==> config.mk <==
export PLATFORM = sky130hd
export DESIGN_NAME = flash_self_programming_ctrl
export DESIGN_NICKNAME = d
export VERILOG_FILES = /design/src/core/flash_self_programming_ctrl.v /design/src/core/page_buffer.v
export VERILOG_INCLUDE_DIRS = /design/src /design/src/core
export SDC_FILE = /design/constraint.sdc
export NUM_CORES = 2
export LEC_CHECK = 0
export BUFFER_PORTS_ARGS = -buffer_cell sky130_fd_sc_hd__buf_2
export CORE_UTILIZATION = 45
export CTS_CLUSTER_SIZE = 25
export DETAILED_ROUTE_END_ITERATION = 8
export GPL_TIMING_DRIVEN = 0
export PLACE_DENSITY_LB_ADDON = 0.12
export SETUP_SLACK_MARGIN = 0.1
export SLEW_MARGIN = 20
export SYNTH_ARGS = -nofsm -noshare
export SYNTH_HDL_FRONTEND = slang
export SYNTH_SLANG_ARGS = --single-unit
==> constraint.sdc <==
create_clock -name clk -period 11.13 [get_ports clk]
set_clock_uncertainty 0.05 [all_clocks]
set_input_delay 2.7825 -clock clk [delete_from_list [all_inputs] [get_ports clk]]
set_output_delay 2.7825 -clock clk [all_outputs]
set_load 0.05 [all_outputs]
==> src/core/selfprog_defs.vh <==
// Purpose: shared constants of the flash self-programming controller
// Assumes: included by bare name from every design file under core/
// Notes:   definitions only, no logic
`ifndef SELFPROG_DEFS_VH
`define SELFPROG_DEFS_VH

// ----------------------------------------------------------------------
// control/status byte field positions
// ----------------------------------------------------------------------
`define SPC_ENABLE_BIT    0
`define SPC_CMD_LSB       1
`define SPC_CMD_MSB       4
`define SPC_BUSY_BIT      6
`define SPC_IRQEN_BIT     7

// ----------------------------------------------------------------------
// command codes held in the four command bits above the enable bit
// ----------------------------------------------------------------------
`define CMD_LOAD          4'h0
`define CMD_ERASE         4'h1
`define CMD_WRITE         4'h2
`define CMD_LOCK          4'h4
`define CMD_REENABLE      4'h8

// ----------------------------------------------------------------------
// operation kinds shown to the flash array
// ----------------------------------------------------------------------
`define OP_NONE           2'h0
`define OP_ERASE          2'h1
`define OP_WRITE          2'h2
`define OP_LOCK           2'h3

// ----------------------------------------------------------------------
// reset values and fixed patterns
// ----------------------------------------------------------------------
`define APP_RESET_WORD    16'h0000
`define LOCK_RESET        6'h3f
`define ERASED_WORD       16'hffff
`define BLOCKED_BYTE      8'hff

// ----------------------------------------------------------------------
// timing
// ----------------------------------------------------------------------
`define STORE_WINDOW      3'h4
`define CLK_MHZ           17'd20
`define PROG_TIME_US      17'd3700

`endif
==> src/core/flash_self_programming_ctrl.v <==
// Purpose: self-programming sequencer for on-chip program flash
// Assumes: cpu strobes are on clk; fuse input is a static level from fuse cells
// Notes:   programming time is counted here; the array only follows the pulses
`include "selfprog_defs.vh"
`default_nettype none

module flash_self_programming_ctrl #(
   parameter        WORD_BITS       = 7,
   parameter [15:0] BOOT_RESET_WORD = 16'h7e00,
   parameter [7:0]  NO_READ_WHILE_WRITE_SECTION_FIRST_PAGE = 8'he0,
   parameter [16:0] PROG_CYCLES     = `PROG_TIME_US * `CLK_MHZ
) (
   // clock and reset
   input  wire                      clk,
   input  wire                      nrst,
   // cpu control byte
   input  wire                      ctrl_wr,
   input  wire [7:0]                ctrl_wdata,
   output reg  [7:0]                selfprog_ctrl_status,
   // store instruction
   input  wire                      store_exec,
   input  wire [7:0]                pointer_low_byte,
   input  wire [7:0]                pointer_high_byte,
   input  wire [15:0]               data_register_pair,
   // program memory byte read
   input  wire                      rd_req,
   output reg  [7:0]                rd_data,
   output reg                       rd_valid,
   output reg                       rd_blocked,
   // flash array
   output reg                       flash_rd_en,
   output reg  [14:0]               flash_rd_addr,
   input  wire [15:0]               flash_rd_word,
   output reg                       flash_op_start,
   output reg  [1:0]                flash_op_kind,
   output reg  [14-WORD_BITS:0]     flash_op_page,
   input  wire [WORD_BITS-1:0]      buf_rd_idx,
   output wire [15:0]               buf_rd_word,
   // system status
   input  wire                      eeprom_write_busy,
   input  wire                      boot_reset_select_fuse,
   output reg  [15:0]               reset_vector,
   output reg                       reset_vector_valid,
   output reg  [5:0]                lock_bits,
   output reg                       cpu_halt,
   output reg                       rww_read_block,
   output reg                       spm_irq
);

   localparam PAGE_BITS = 15 - WORD_BITS;

   localparam [1:0] ST_IDLE  = 2'h0;
   localparam [1:0] ST_ARMED = 2'h1;
   localparam [1:0] ST_BUSY  = 2'h2;

   // ----------------------------------------------------------------------
   // address helpers
   // ----------------------------------------------------------------------
   function [PAGE_BITS-1:0] page_of;
      input [15:0] ptr;
      begin
         page_of = ptr[15:WORD_BITS+1];
      end
   endfunction

   function in_rww;
      input [PAGE_BITS-1:0] page;
      begin
         in_rww = ({8'h00, page} < {{PAGE_BITS{1'b0}}, NO_READ_WHILE_WRITE_SECTION_FIRST_PAGE});
      end
   endfunction

   wire [15:0]           pointer = {pointer_high_byte, pointer_low_byte};
   wire [WORD_BITS-1:0]  ptr_word = pointer[WORD_BITS:1];
   wire [PAGE_BITS-1:0]  ptr_page = page_of(pointer);

   // control state
   reg [1:0]            state_reg;
   reg [2:0]            win_reg;
   reg [16:0]           prog_cnt_reg;
   reg [3:0]            cmd_reg;
   reg                  store_op_enable_reg;
   reg                  irq_en_reg;
   reg                  busy_reg;
   reg                  ee_prev_reg;
   reg                  buf_clear_reg;
   reg                  buf_wr_reg;
   reg [WORD_BITS-1:0]  buf_idx_reg;
   reg [15:0]           buf_data_reg;

   // read pipeline state
   reg                  rd_pend_reg;
   reg                  rd_sel_reg;

   // fuse synchroniser and capture
   reg                  fuse_meta_reg;
   reg                  fuse_sync_reg;
   reg [1:0]            vec_wait_reg;

   wire any_loaded;
   wire ee_rise = eeprom_write_busy && !ee_prev_reg;

   // ----------------------------------------------------------------------
   // temporary page buffer
   // ----------------------------------------------------------------------
   page_buffer #(
      .WORD_BITS (WORD_BITS),
      .DATA_W    (16)
   ) u_buf (
      .clk        (clk),
      .nrst       (nrst),
      .clear      (buf_clear_reg),
      .wr_en      (buf_wr_reg),
      .wr_idx     (buf_idx_reg),
      .wr_data    (buf_data_reg),
      .rd_idx     (buf_rd_idx),
      .rd_word    (buf_rd_word),
      .any_loaded (any_loaded)
   );

   // ----------------------------------------------------------------------
   // command sequencer
   // ----------------------------------------------------------------------
   // one process owns all command state so that a control write and a store
   // in the same cycle resolve in a single, fixed order
   always @(posedge clk or negedge nrst)
   begin
      if (!nrst)
      begin
         state_reg      <= ST_IDLE;
         win_reg        <= 3'h0;
         prog_cnt_reg   <= 17'h0;
         cmd_reg        <= 4'h0;
         store_op_enable_reg      <= 1'b0;
         irq_en_reg     <= 1'b0;
         busy_reg       <= 1'b0;
         cpu_halt       <= 1'b0;
         ee_prev_reg    <= 1'b0;
         buf_clear_reg  <= 1'b0;
         buf_wr_reg     <= 1'b0;
         buf_idx_reg    <= {WORD_BITS{1'b0}};
         buf_data_reg   <= 16'h0;
         flash_op_start <= 1'b0;
         flash_op_kind  <= `OP_NONE;
         flash_op_page  <= {PAGE_BITS{1'b0}};
         lock_bits      <= `LOCK_RESET;
      end
      else
      begin
         ee_prev_reg    <= eeprom_write_busy;
         flash_op_start <= 1'b0;
         buf_wr_reg     <= 1'b0;
         // eeprom write mid-load loses every loaded word
         buf_clear_reg  <= ee_rise && any_loaded;
         case (state_reg)
            ST_IDLE, ST_ARMED:
            begin
               if (ctrl_wr && !eeprom_write_busy)
               begin
                  irq_en_reg <= ctrl_wdata[`SPC_IRQEN_BIT];
                  store_op_enable_reg  <= ctrl_wdata[`SPC_ENABLE_BIT];
                  cmd_reg    <= ctrl_wdata[`SPC_ENABLE_BIT] ?
                                ctrl_wdata[`SPC_CMD_MSB:`SPC_CMD_LSB] : 4'h0;
                  win_reg    <= `STORE_WINDOW;
                  state_reg  <= ctrl_wdata[`SPC_ENABLE_BIT] ? ST_ARMED : ST_IDLE;
               end
               else if ((state_reg == ST_ARMED) && store_exec)
               begin
                  store_op_enable_reg <= 1'b0;
                  cmd_reg   <= 4'h0;
                  state_reg <= ST_IDLE;
                  if (!eeprom_write_busy)
                  begin
                     case (cmd_reg)
                        `CMD_LOAD:
                        begin
                           buf_wr_reg   <= 1'b1;
                           buf_idx_reg  <= ptr_word;
                           buf_data_reg <= data_register_pair;
                        end
                        `CMD_ERASE, `CMD_WRITE:
                        begin
                           // page latched; data pair ignored
                           store_op_enable_reg      <= 1'b1;
                           cmd_reg        <= cmd_reg;
                           state_reg      <= ST_BUSY;
                           prog_cnt_reg   <= PROG_CYCLES - 17'h1;
                           flash_op_start <= 1'b1;
                           flash_op_page  <= ptr_page;
                           flash_op_kind  <= (cmd_reg == `CMD_ERASE) ?
                                             `OP_ERASE : `OP_WRITE;
                           busy_reg       <= 1'b1;
                           cpu_halt       <= !in_rww(ptr_page);
                        end
                        `CMD_LOCK:
                        begin
                           // zero bits program, pointer ignored, no blocking
                           lock_bits      <= lock_bits & data_register_pair[5:0];
                           store_op_enable_reg      <= 1'b1;
                           cmd_reg        <= cmd_reg;
                           state_reg      <= ST_BUSY;
                           prog_cnt_reg   <= PROG_CYCLES - 17'h1;
                           flash_op_start <= 1'b1;
                           flash_op_kind  <= `OP_LOCK;
                        end
                        `CMD_REENABLE:
                        begin
                           busy_reg      <= 1'b0;
                           buf_clear_reg <= 1'b1;
                        end
                        default:
                        begin
                           buf_wr_reg <= 1'b0;
                        end
                     endcase
                  end
               end
               else if (state_reg == ST_ARMED)
               begin
                  if (win_reg == 3'h1)
                  begin
                     // window over with no store: drop the command
                     store_op_enable_reg <= 1'b0;
                     cmd_reg   <= 4'h0;
                     state_reg <= ST_IDLE;
                  end
                  else
                  begin
                     win_reg <= win_reg - 3'h1;
                  end
               end
            end
            ST_BUSY:
            begin
               // only the interrupt enable is writable mid-operation
               if (ctrl_wr)
               begin
                  irq_en_reg <= ctrl_wdata[`SPC_IRQEN_BIT];
               end
               if (prog_cnt_reg == 17'h0)
               begin
                  store_op_enable_reg     <= 1'b0;
                  cmd_reg       <= 4'h0;
                  cpu_halt      <= 1'b0;
                  state_reg     <= ST_IDLE;
                  buf_clear_reg <= ee_rise && any_loaded || (flash_op_kind == `OP_WRITE);
                  flash_op_kind <= `OP_NONE;
               end
               else
               begin
                  prog_cnt_reg <= prog_cnt_reg - 17'h1;
               end
            end
            default:
            begin
               state_reg <= ST_IDLE;
            end
         endcase
      end
   end

   // ----------------------------------------------------------------------
   // status byte, section block and interrupt
   // ----------------------------------------------------------------------
   // these trail the command state by one clock
   always @(posedge clk or negedge nrst)
   begin
      if (!nrst)
      begin
         selfprog_ctrl_status <= 8'h0;
         rww_read_block       <= 1'b0;
         spm_irq              <= 1'b0;
      end
      else
      begin
         selfprog_ctrl_status <= {irq_en_reg, busy_reg, 1'b0, cmd_reg, store_op_enable_reg};
         rww_read_block       <= busy_reg;
         spm_irq              <= irq_en_reg && !store_op_enable_reg; // level, not pulse
      end
   end

   // ----------------------------------------------------------------------
   // program memory byte reads
   // ----------------------------------------------------------------------
   // array returns the word one clock after the address; the byte is picked
   // here so the array stays word wide
   always @(posedge clk or negedge nrst)
   begin
      if (!nrst)
      begin
         flash_rd_en   <= 1'b0;
         flash_rd_addr <= 15'h0;
         rd_pend_reg   <= 1'b0;
         rd_sel_reg    <= 1'b0;
         rd_data       <= 8'h0;
         rd_valid      <= 1'b0;
         rd_blocked    <= 1'b0;
      end
      else
      begin
         flash_rd_en <= 1'b0;
         rd_valid    <= 1'b0;
         rd_blocked  <= 1'b0;
         if (rd_req && busy_reg && in_rww(ptr_page))
         begin
            // rww section busy: answer at once, never touch the array
            rd_valid   <= 1'b1;
            rd_blocked <= 1'b1;
            rd_data    <= `BLOCKED_BYTE;
         end
         else if (rd_req)
         begin
            flash_rd_en   <= 1'b1;
            flash_rd_addr <= pointer[15:1];
            rd_sel_reg    <= pointer[0];
         end
         rd_pend_reg <= rd_req && !(busy_reg && in_rww(ptr_page));
         if (rd_pend_reg)
         begin
            rd_valid <= 1'b1;
            rd_data  <= rd_sel_reg ? flash_rd_word[15:8] : flash_rd_word[7:0];
         end
      end
   end

   // ----------------------------------------------------------------------
   // reset vector from boot reset fuse
   // ----------------------------------------------------------------------
   // fuse is read only here; no path from the cpu reaches it
   always @(posedge clk or negedge nrst)
   begin
      if (!nrst)
      begin
         fuse_meta_reg <= 1'b1;
         fuse_sync_reg <= 1'b1;
      end
      else
      begin
         fuse_meta_reg <= boot_reset_select_fuse;
         fuse_sync_reg <= fuse_meta_reg;
      end
   end

   // capture once the synchroniser has filled after release
   always @(posedge clk or negedge nrst)
   begin
      if (!nrst)
      begin
         vec_wait_reg       <= 2'h0;
         reset_vector       <= `APP_RESET_WORD;
         reset_vector_valid <= 1'b0;
      end
      else if (!reset_vector_valid)
      begin
         if (vec_wait_reg == 2'h2)
         begin
            reset_vector       <= fuse_sync_reg ? `APP_RESET_WORD : BOOT_RESET_WORD;
            reset_vector_valid <= 1'b1;
         end
         else
         begin
            vec_wait_reg <= vec_wait_reg + 2'h1;
         end
      end
   end

endmodule // flash_self_programming_ctrl

`default_nettype wire

==> src/core/page_buffer.v <==
// Purpose: temporary page buffer, one word per slot, held in flip-flops
// Assumes: one clock, clear and write are single-cycle pulses
// Notes:   an empty slot reads as erased; a loaded slot cannot be reloaded
`include "selfprog_defs.vh"
`default_nettype none

module page_buffer #(
   parameter WORD_BITS = 7,
   parameter DATA_W    = 16
) (
   // clock and reset
   input  wire                 clk,
   input  wire                 nrst,
   // write side
   input  wire                 clear,
   input  wire                 wr_en,
   input  wire [WORD_BITS-1:0] wr_idx,
   input  wire [DATA_W-1:0]    wr_data,
   // read side
   input  wire [WORD_BITS-1:0] rd_idx,
   output reg  [DATA_W-1:0]    rd_word,
   output wire                 any_loaded
);

   localparam DEPTH = 1 << WORD_BITS;

   reg [DATA_W-1:0] mem_reg [0:DEPTH-1];
   reg [DEPTH-1:0]  loaded_reg;
   integer          i;

   assign any_loaded = |loaded_reg;

   // ----------------------------------------------------------------------
   // slot flags: reset and clear empty the whole buffer
   // ----------------------------------------------------------------------
   always @(posedge clk or negedge nrst)
   begin
      if (!nrst)
      begin
         loaded_reg <= {DEPTH{1'b0}};
      end
      else if (clear)
      begin
         loaded_reg <= {DEPTH{1'b0}};
      end
      else if (wr_en)
      begin
         loaded_reg[wr_idx] <= 1'b1;    // any slot order accepted
      end
   end

   // data store: a second load of a filled slot has no effect
   always @(posedge clk)
   begin
      for (i = 0; i < DEPTH; i = i + 1)
      begin
         if (wr_en && !clear && !loaded_reg[wr_idx] && (wr_idx == i))
         begin
            mem_reg[i] <= wr_data;
         end
      end
   end

   // registered read port for the array during page write
   always @(posedge clk or negedge nrst)
   begin
      if (!nrst)
      begin
         rd_word <= `ERASED_WORD;
      end
      else
      begin
         rd_word <= loaded_reg[rd_idx] ? mem_reg[rd_idx] : `ERASED_WORD;
      end
   end

endmodule // page_buffer

`default_nettype wire

==> flow_metrics.env <==
export IMPL_globalRouteMet1Util_pct=47.2
export IMPL_cp_arrival_ps=8260
export IMPL_fill_cells=15775
export IMPL_critPathMaxFanout=10
export IMPL_htree_levels=4
export IMPL_largest_reg_flops=2048
export IMPL_post_synth_cell_area_avg_sq_um=20.1
export IMPL_via_per_inst=6.77
export IMPL_clk_pin_slew_ps=60
export IMPL_final_core_util_pct=53.3
export IMPL_max_slew_margin_pct=7.20
export IMPL_stdcell_count=7993
export IMPL_ys_async_sr_fraction_pct=11.2
export IMPL_rsz0062_at_grt="false"
export IMPL_synthDistinctLibCells=79
export IMPL_cp_start_kind="primary input"
export IMPL_ir_worst_vdd_v=0.000158
export IMPL_start_util_pct=45.3
export IMPL_cp_end_kind="register"
export IMPL_setup_tns_ps=0
export IMPL_layout_commonest_cell="edfxtp_1"
export IMPL_setup_viol=0
export IMPL_cp_startpoint="buf_rd_idx[1]"
export IMPL_drt_pass1_iterations=8
export IMPL_die_h_microns=453
export IMPL_status="complete, no violations"
export IMPL_finalHoldViolations=0
export IMPL_dpl_cell_count=7527
export IMPL_total_leakage_power_nw=35.5
export IMPL_dr_first_iter_drc_count=10178
export IMPL_synth_edf_count=2048
export IMPL_grt_pass1_wl_microns=478000
export IMPL_cts_hold_buf=0
export IMPL_min_path_type="reg2reg"
export IMPL_tightest_slew_ps=1390
export IMPL_globalRouteOverflowTotal=0
export IMPL_rows=165
export IMPL_drive_gt1_share_pct=31.8
export IMPL_die_w_microns=453
export IMPL_wire_per_inst_microns=45.7
export IMPL_grt_most_used_layer="met2"
export IMPL_grt_total_usage_pct=35.7
export IMPL_use_met3_pct=11.7
export IMPL_period_share_pct=68.0
export IMPL_clk_latency_ps=900
export IMPL_cts_setup_buffers=0
export IMPL_cts_path_max_buffers=3
export IMPL_ys_flop_type="edfxtp_1"
export IMPL_timing_fmax_ghz=0.132
export IMPL_netlist_instances=4545
export IMPL_rr_startpoint="buf_idx_reg[0]$_DFFE_PN0P_"
export IMPL_maxSlewViolCount=0
export IMPL_period_minus_slack_ps=7570
export IMPL_ys_warn_count=0
export IMPL_antenna_found_initial=28
export IMPL_mostFrequentLayoutCells="edfxtp_1, mux4_2, clkbuf_16"
export IMPL_powerDensity_nw_per_um2=195
export IMPL_power_total_mw=21.0
export IMPL_critPathKind="in2reg"
export IMPL_num_vias=54105
export IMPL_synthToLayoutAreaGrowth_pct=17.7
export IMPL_antenna_left=0
export IMPL_gp_congestion=0.962
export IMPL_grt_max_degree=91
export IMPL_synth_seq_area_share_pct=74.4
export IMPL_drc=0
export IMPL_worstHoldStart="fuse_meta_reg$_DFF_PN1_"
export IMPL_core_sq_um=202000
export IMPL_cts_resized=0
export IMPL_cts_sinks=2307
export IMPL_ys_ff_latch=2307
export IMPL_die_area_sq_um=205000
export IMPL_cap_violations=0
export IMPL_routed_wl_microns=365000
export IMPL_cts_root_buf="clkbuf_16"
export IMPL_io_buffers=141
export IMPL_dp_hpwl_microns=247000
export IMPL_numCtsBuffers=235
export IMPL_syn_area_sq_um=91400
export IMPL_nets=5166
export IMPL_grt_util_met2_pct=51.1
export IMPL_tritoncts="yes"
export IMPL_required_ps=11820
export IMPL_ios=157
export IMPL_grt_pass1_vias=51192
metal layers:
layer / up-vias / part of all wire, %
met3: 957 / 13
met4: 10 / 7.3
met1: 28826 / 36
li1: 19891 / -
met2: 4421 / 43
met5: - / 0.041
final timing paths:
kind | end | slack (ps) | cells after the start
max reg2reg | u_buf.mem_reg[0][2]$_DFFE_PP_ | 5660 | 8
max | u_buf.rd_word[1]$_DFF_PN1_ | 3560 | 12
min in group asynchronous | buf_data_reg[4]$_DFFE_PN0P_ | 1680 | 1
min reg2reg | fuse_sync_reg$_DFF_PN1_ | 310 | 0
min | fuse_sync_reg$_DFF_PN1_ | 310 | 0
max in group asynchronous | u_buf.rd_word[4]$_DFF_PN1_ | 7720 | 4
worst max-delay path: stages:
cell and delay (ps):
buf_2 150, buf_6 210, buf_4 250, buf_2 390, buf_2 780, buf_2 800
buf_2 740, mux4_2 420, a22oi_1 150, a21oi_1 230, nor4b_2 920, o21bai_1 350
cell usage after synthesis (all sizes together) (31+ instances only):
library cell  instances  share of area (%)
edfxtp             2048                 67
nand3                48               0.26
a22oi                49               0.40
nand2               146               0.60
mux2                 61               0.75
mux2i               109                1.2
mux4                603                 15
o22ai               142               0.97
dfrtp               235                6.4
nor2                195               0.80
o21ai                60               0.35
buf                 167                1.2
a21oi                52               0.29
inv                 146               0.60
nor3                 31               0.17
clkbuf              119               0.49
nor4                 42               0.29
per-stage QoR:
stage,area (sq um),hold WS [ps],setup slack [ps]
finish,108000,307,3560
global route,108000,307,3970
CTS,108000,307,3970
detailed placement,100000,299,3030
global placement,95500,302,1510
floorplan,91400,295,5970
power by group:
group	switching, mW	internal (mW)
registers	0.290	10.3
logic	2.03	0.695
clock network	3.45	4.25
layout make-up:
| class | instances | area, sq um | share of cell area, % |
|---|---|---|---|
| flip-flops and latches | 2307 | 68100 | 63.3 |
| plain buffers | 286 | 1620 | 1.51 |
| well taps | 2672 | 3340 | 3.11 |
| repair buffers | 300 | 4400 | 4.09 |
| diodes | 21 | 52.6 | 0.0488 |
| multi-input cells | 1814 | 22200 | 20.6 |
| clock buffers | 311 | 6370 | 5.92 |
| clock inverters | 134 | 992 | 0.922 |
| inverters | 148 | 556 | 0.516 |
logic make-up after synthesis:
| kind of cell | count (synthesis) | synth area share (%) |
|---|---|---|
| flops | 2307 | 74.4 |
| xor+xnor | 16 | 0.153 |
| compound gates | 434 | 3.23 |
| other cells | 1 | 0.00410 |
| fa+ha+maj | 4 | 0.0548 |
| mux | 773 | 16.8 |
| simple gates | 576 | 3.00 |
| buf+inv | 434 | 2.31 |
No activity file was read; power rests on OpenSTA's default activity.
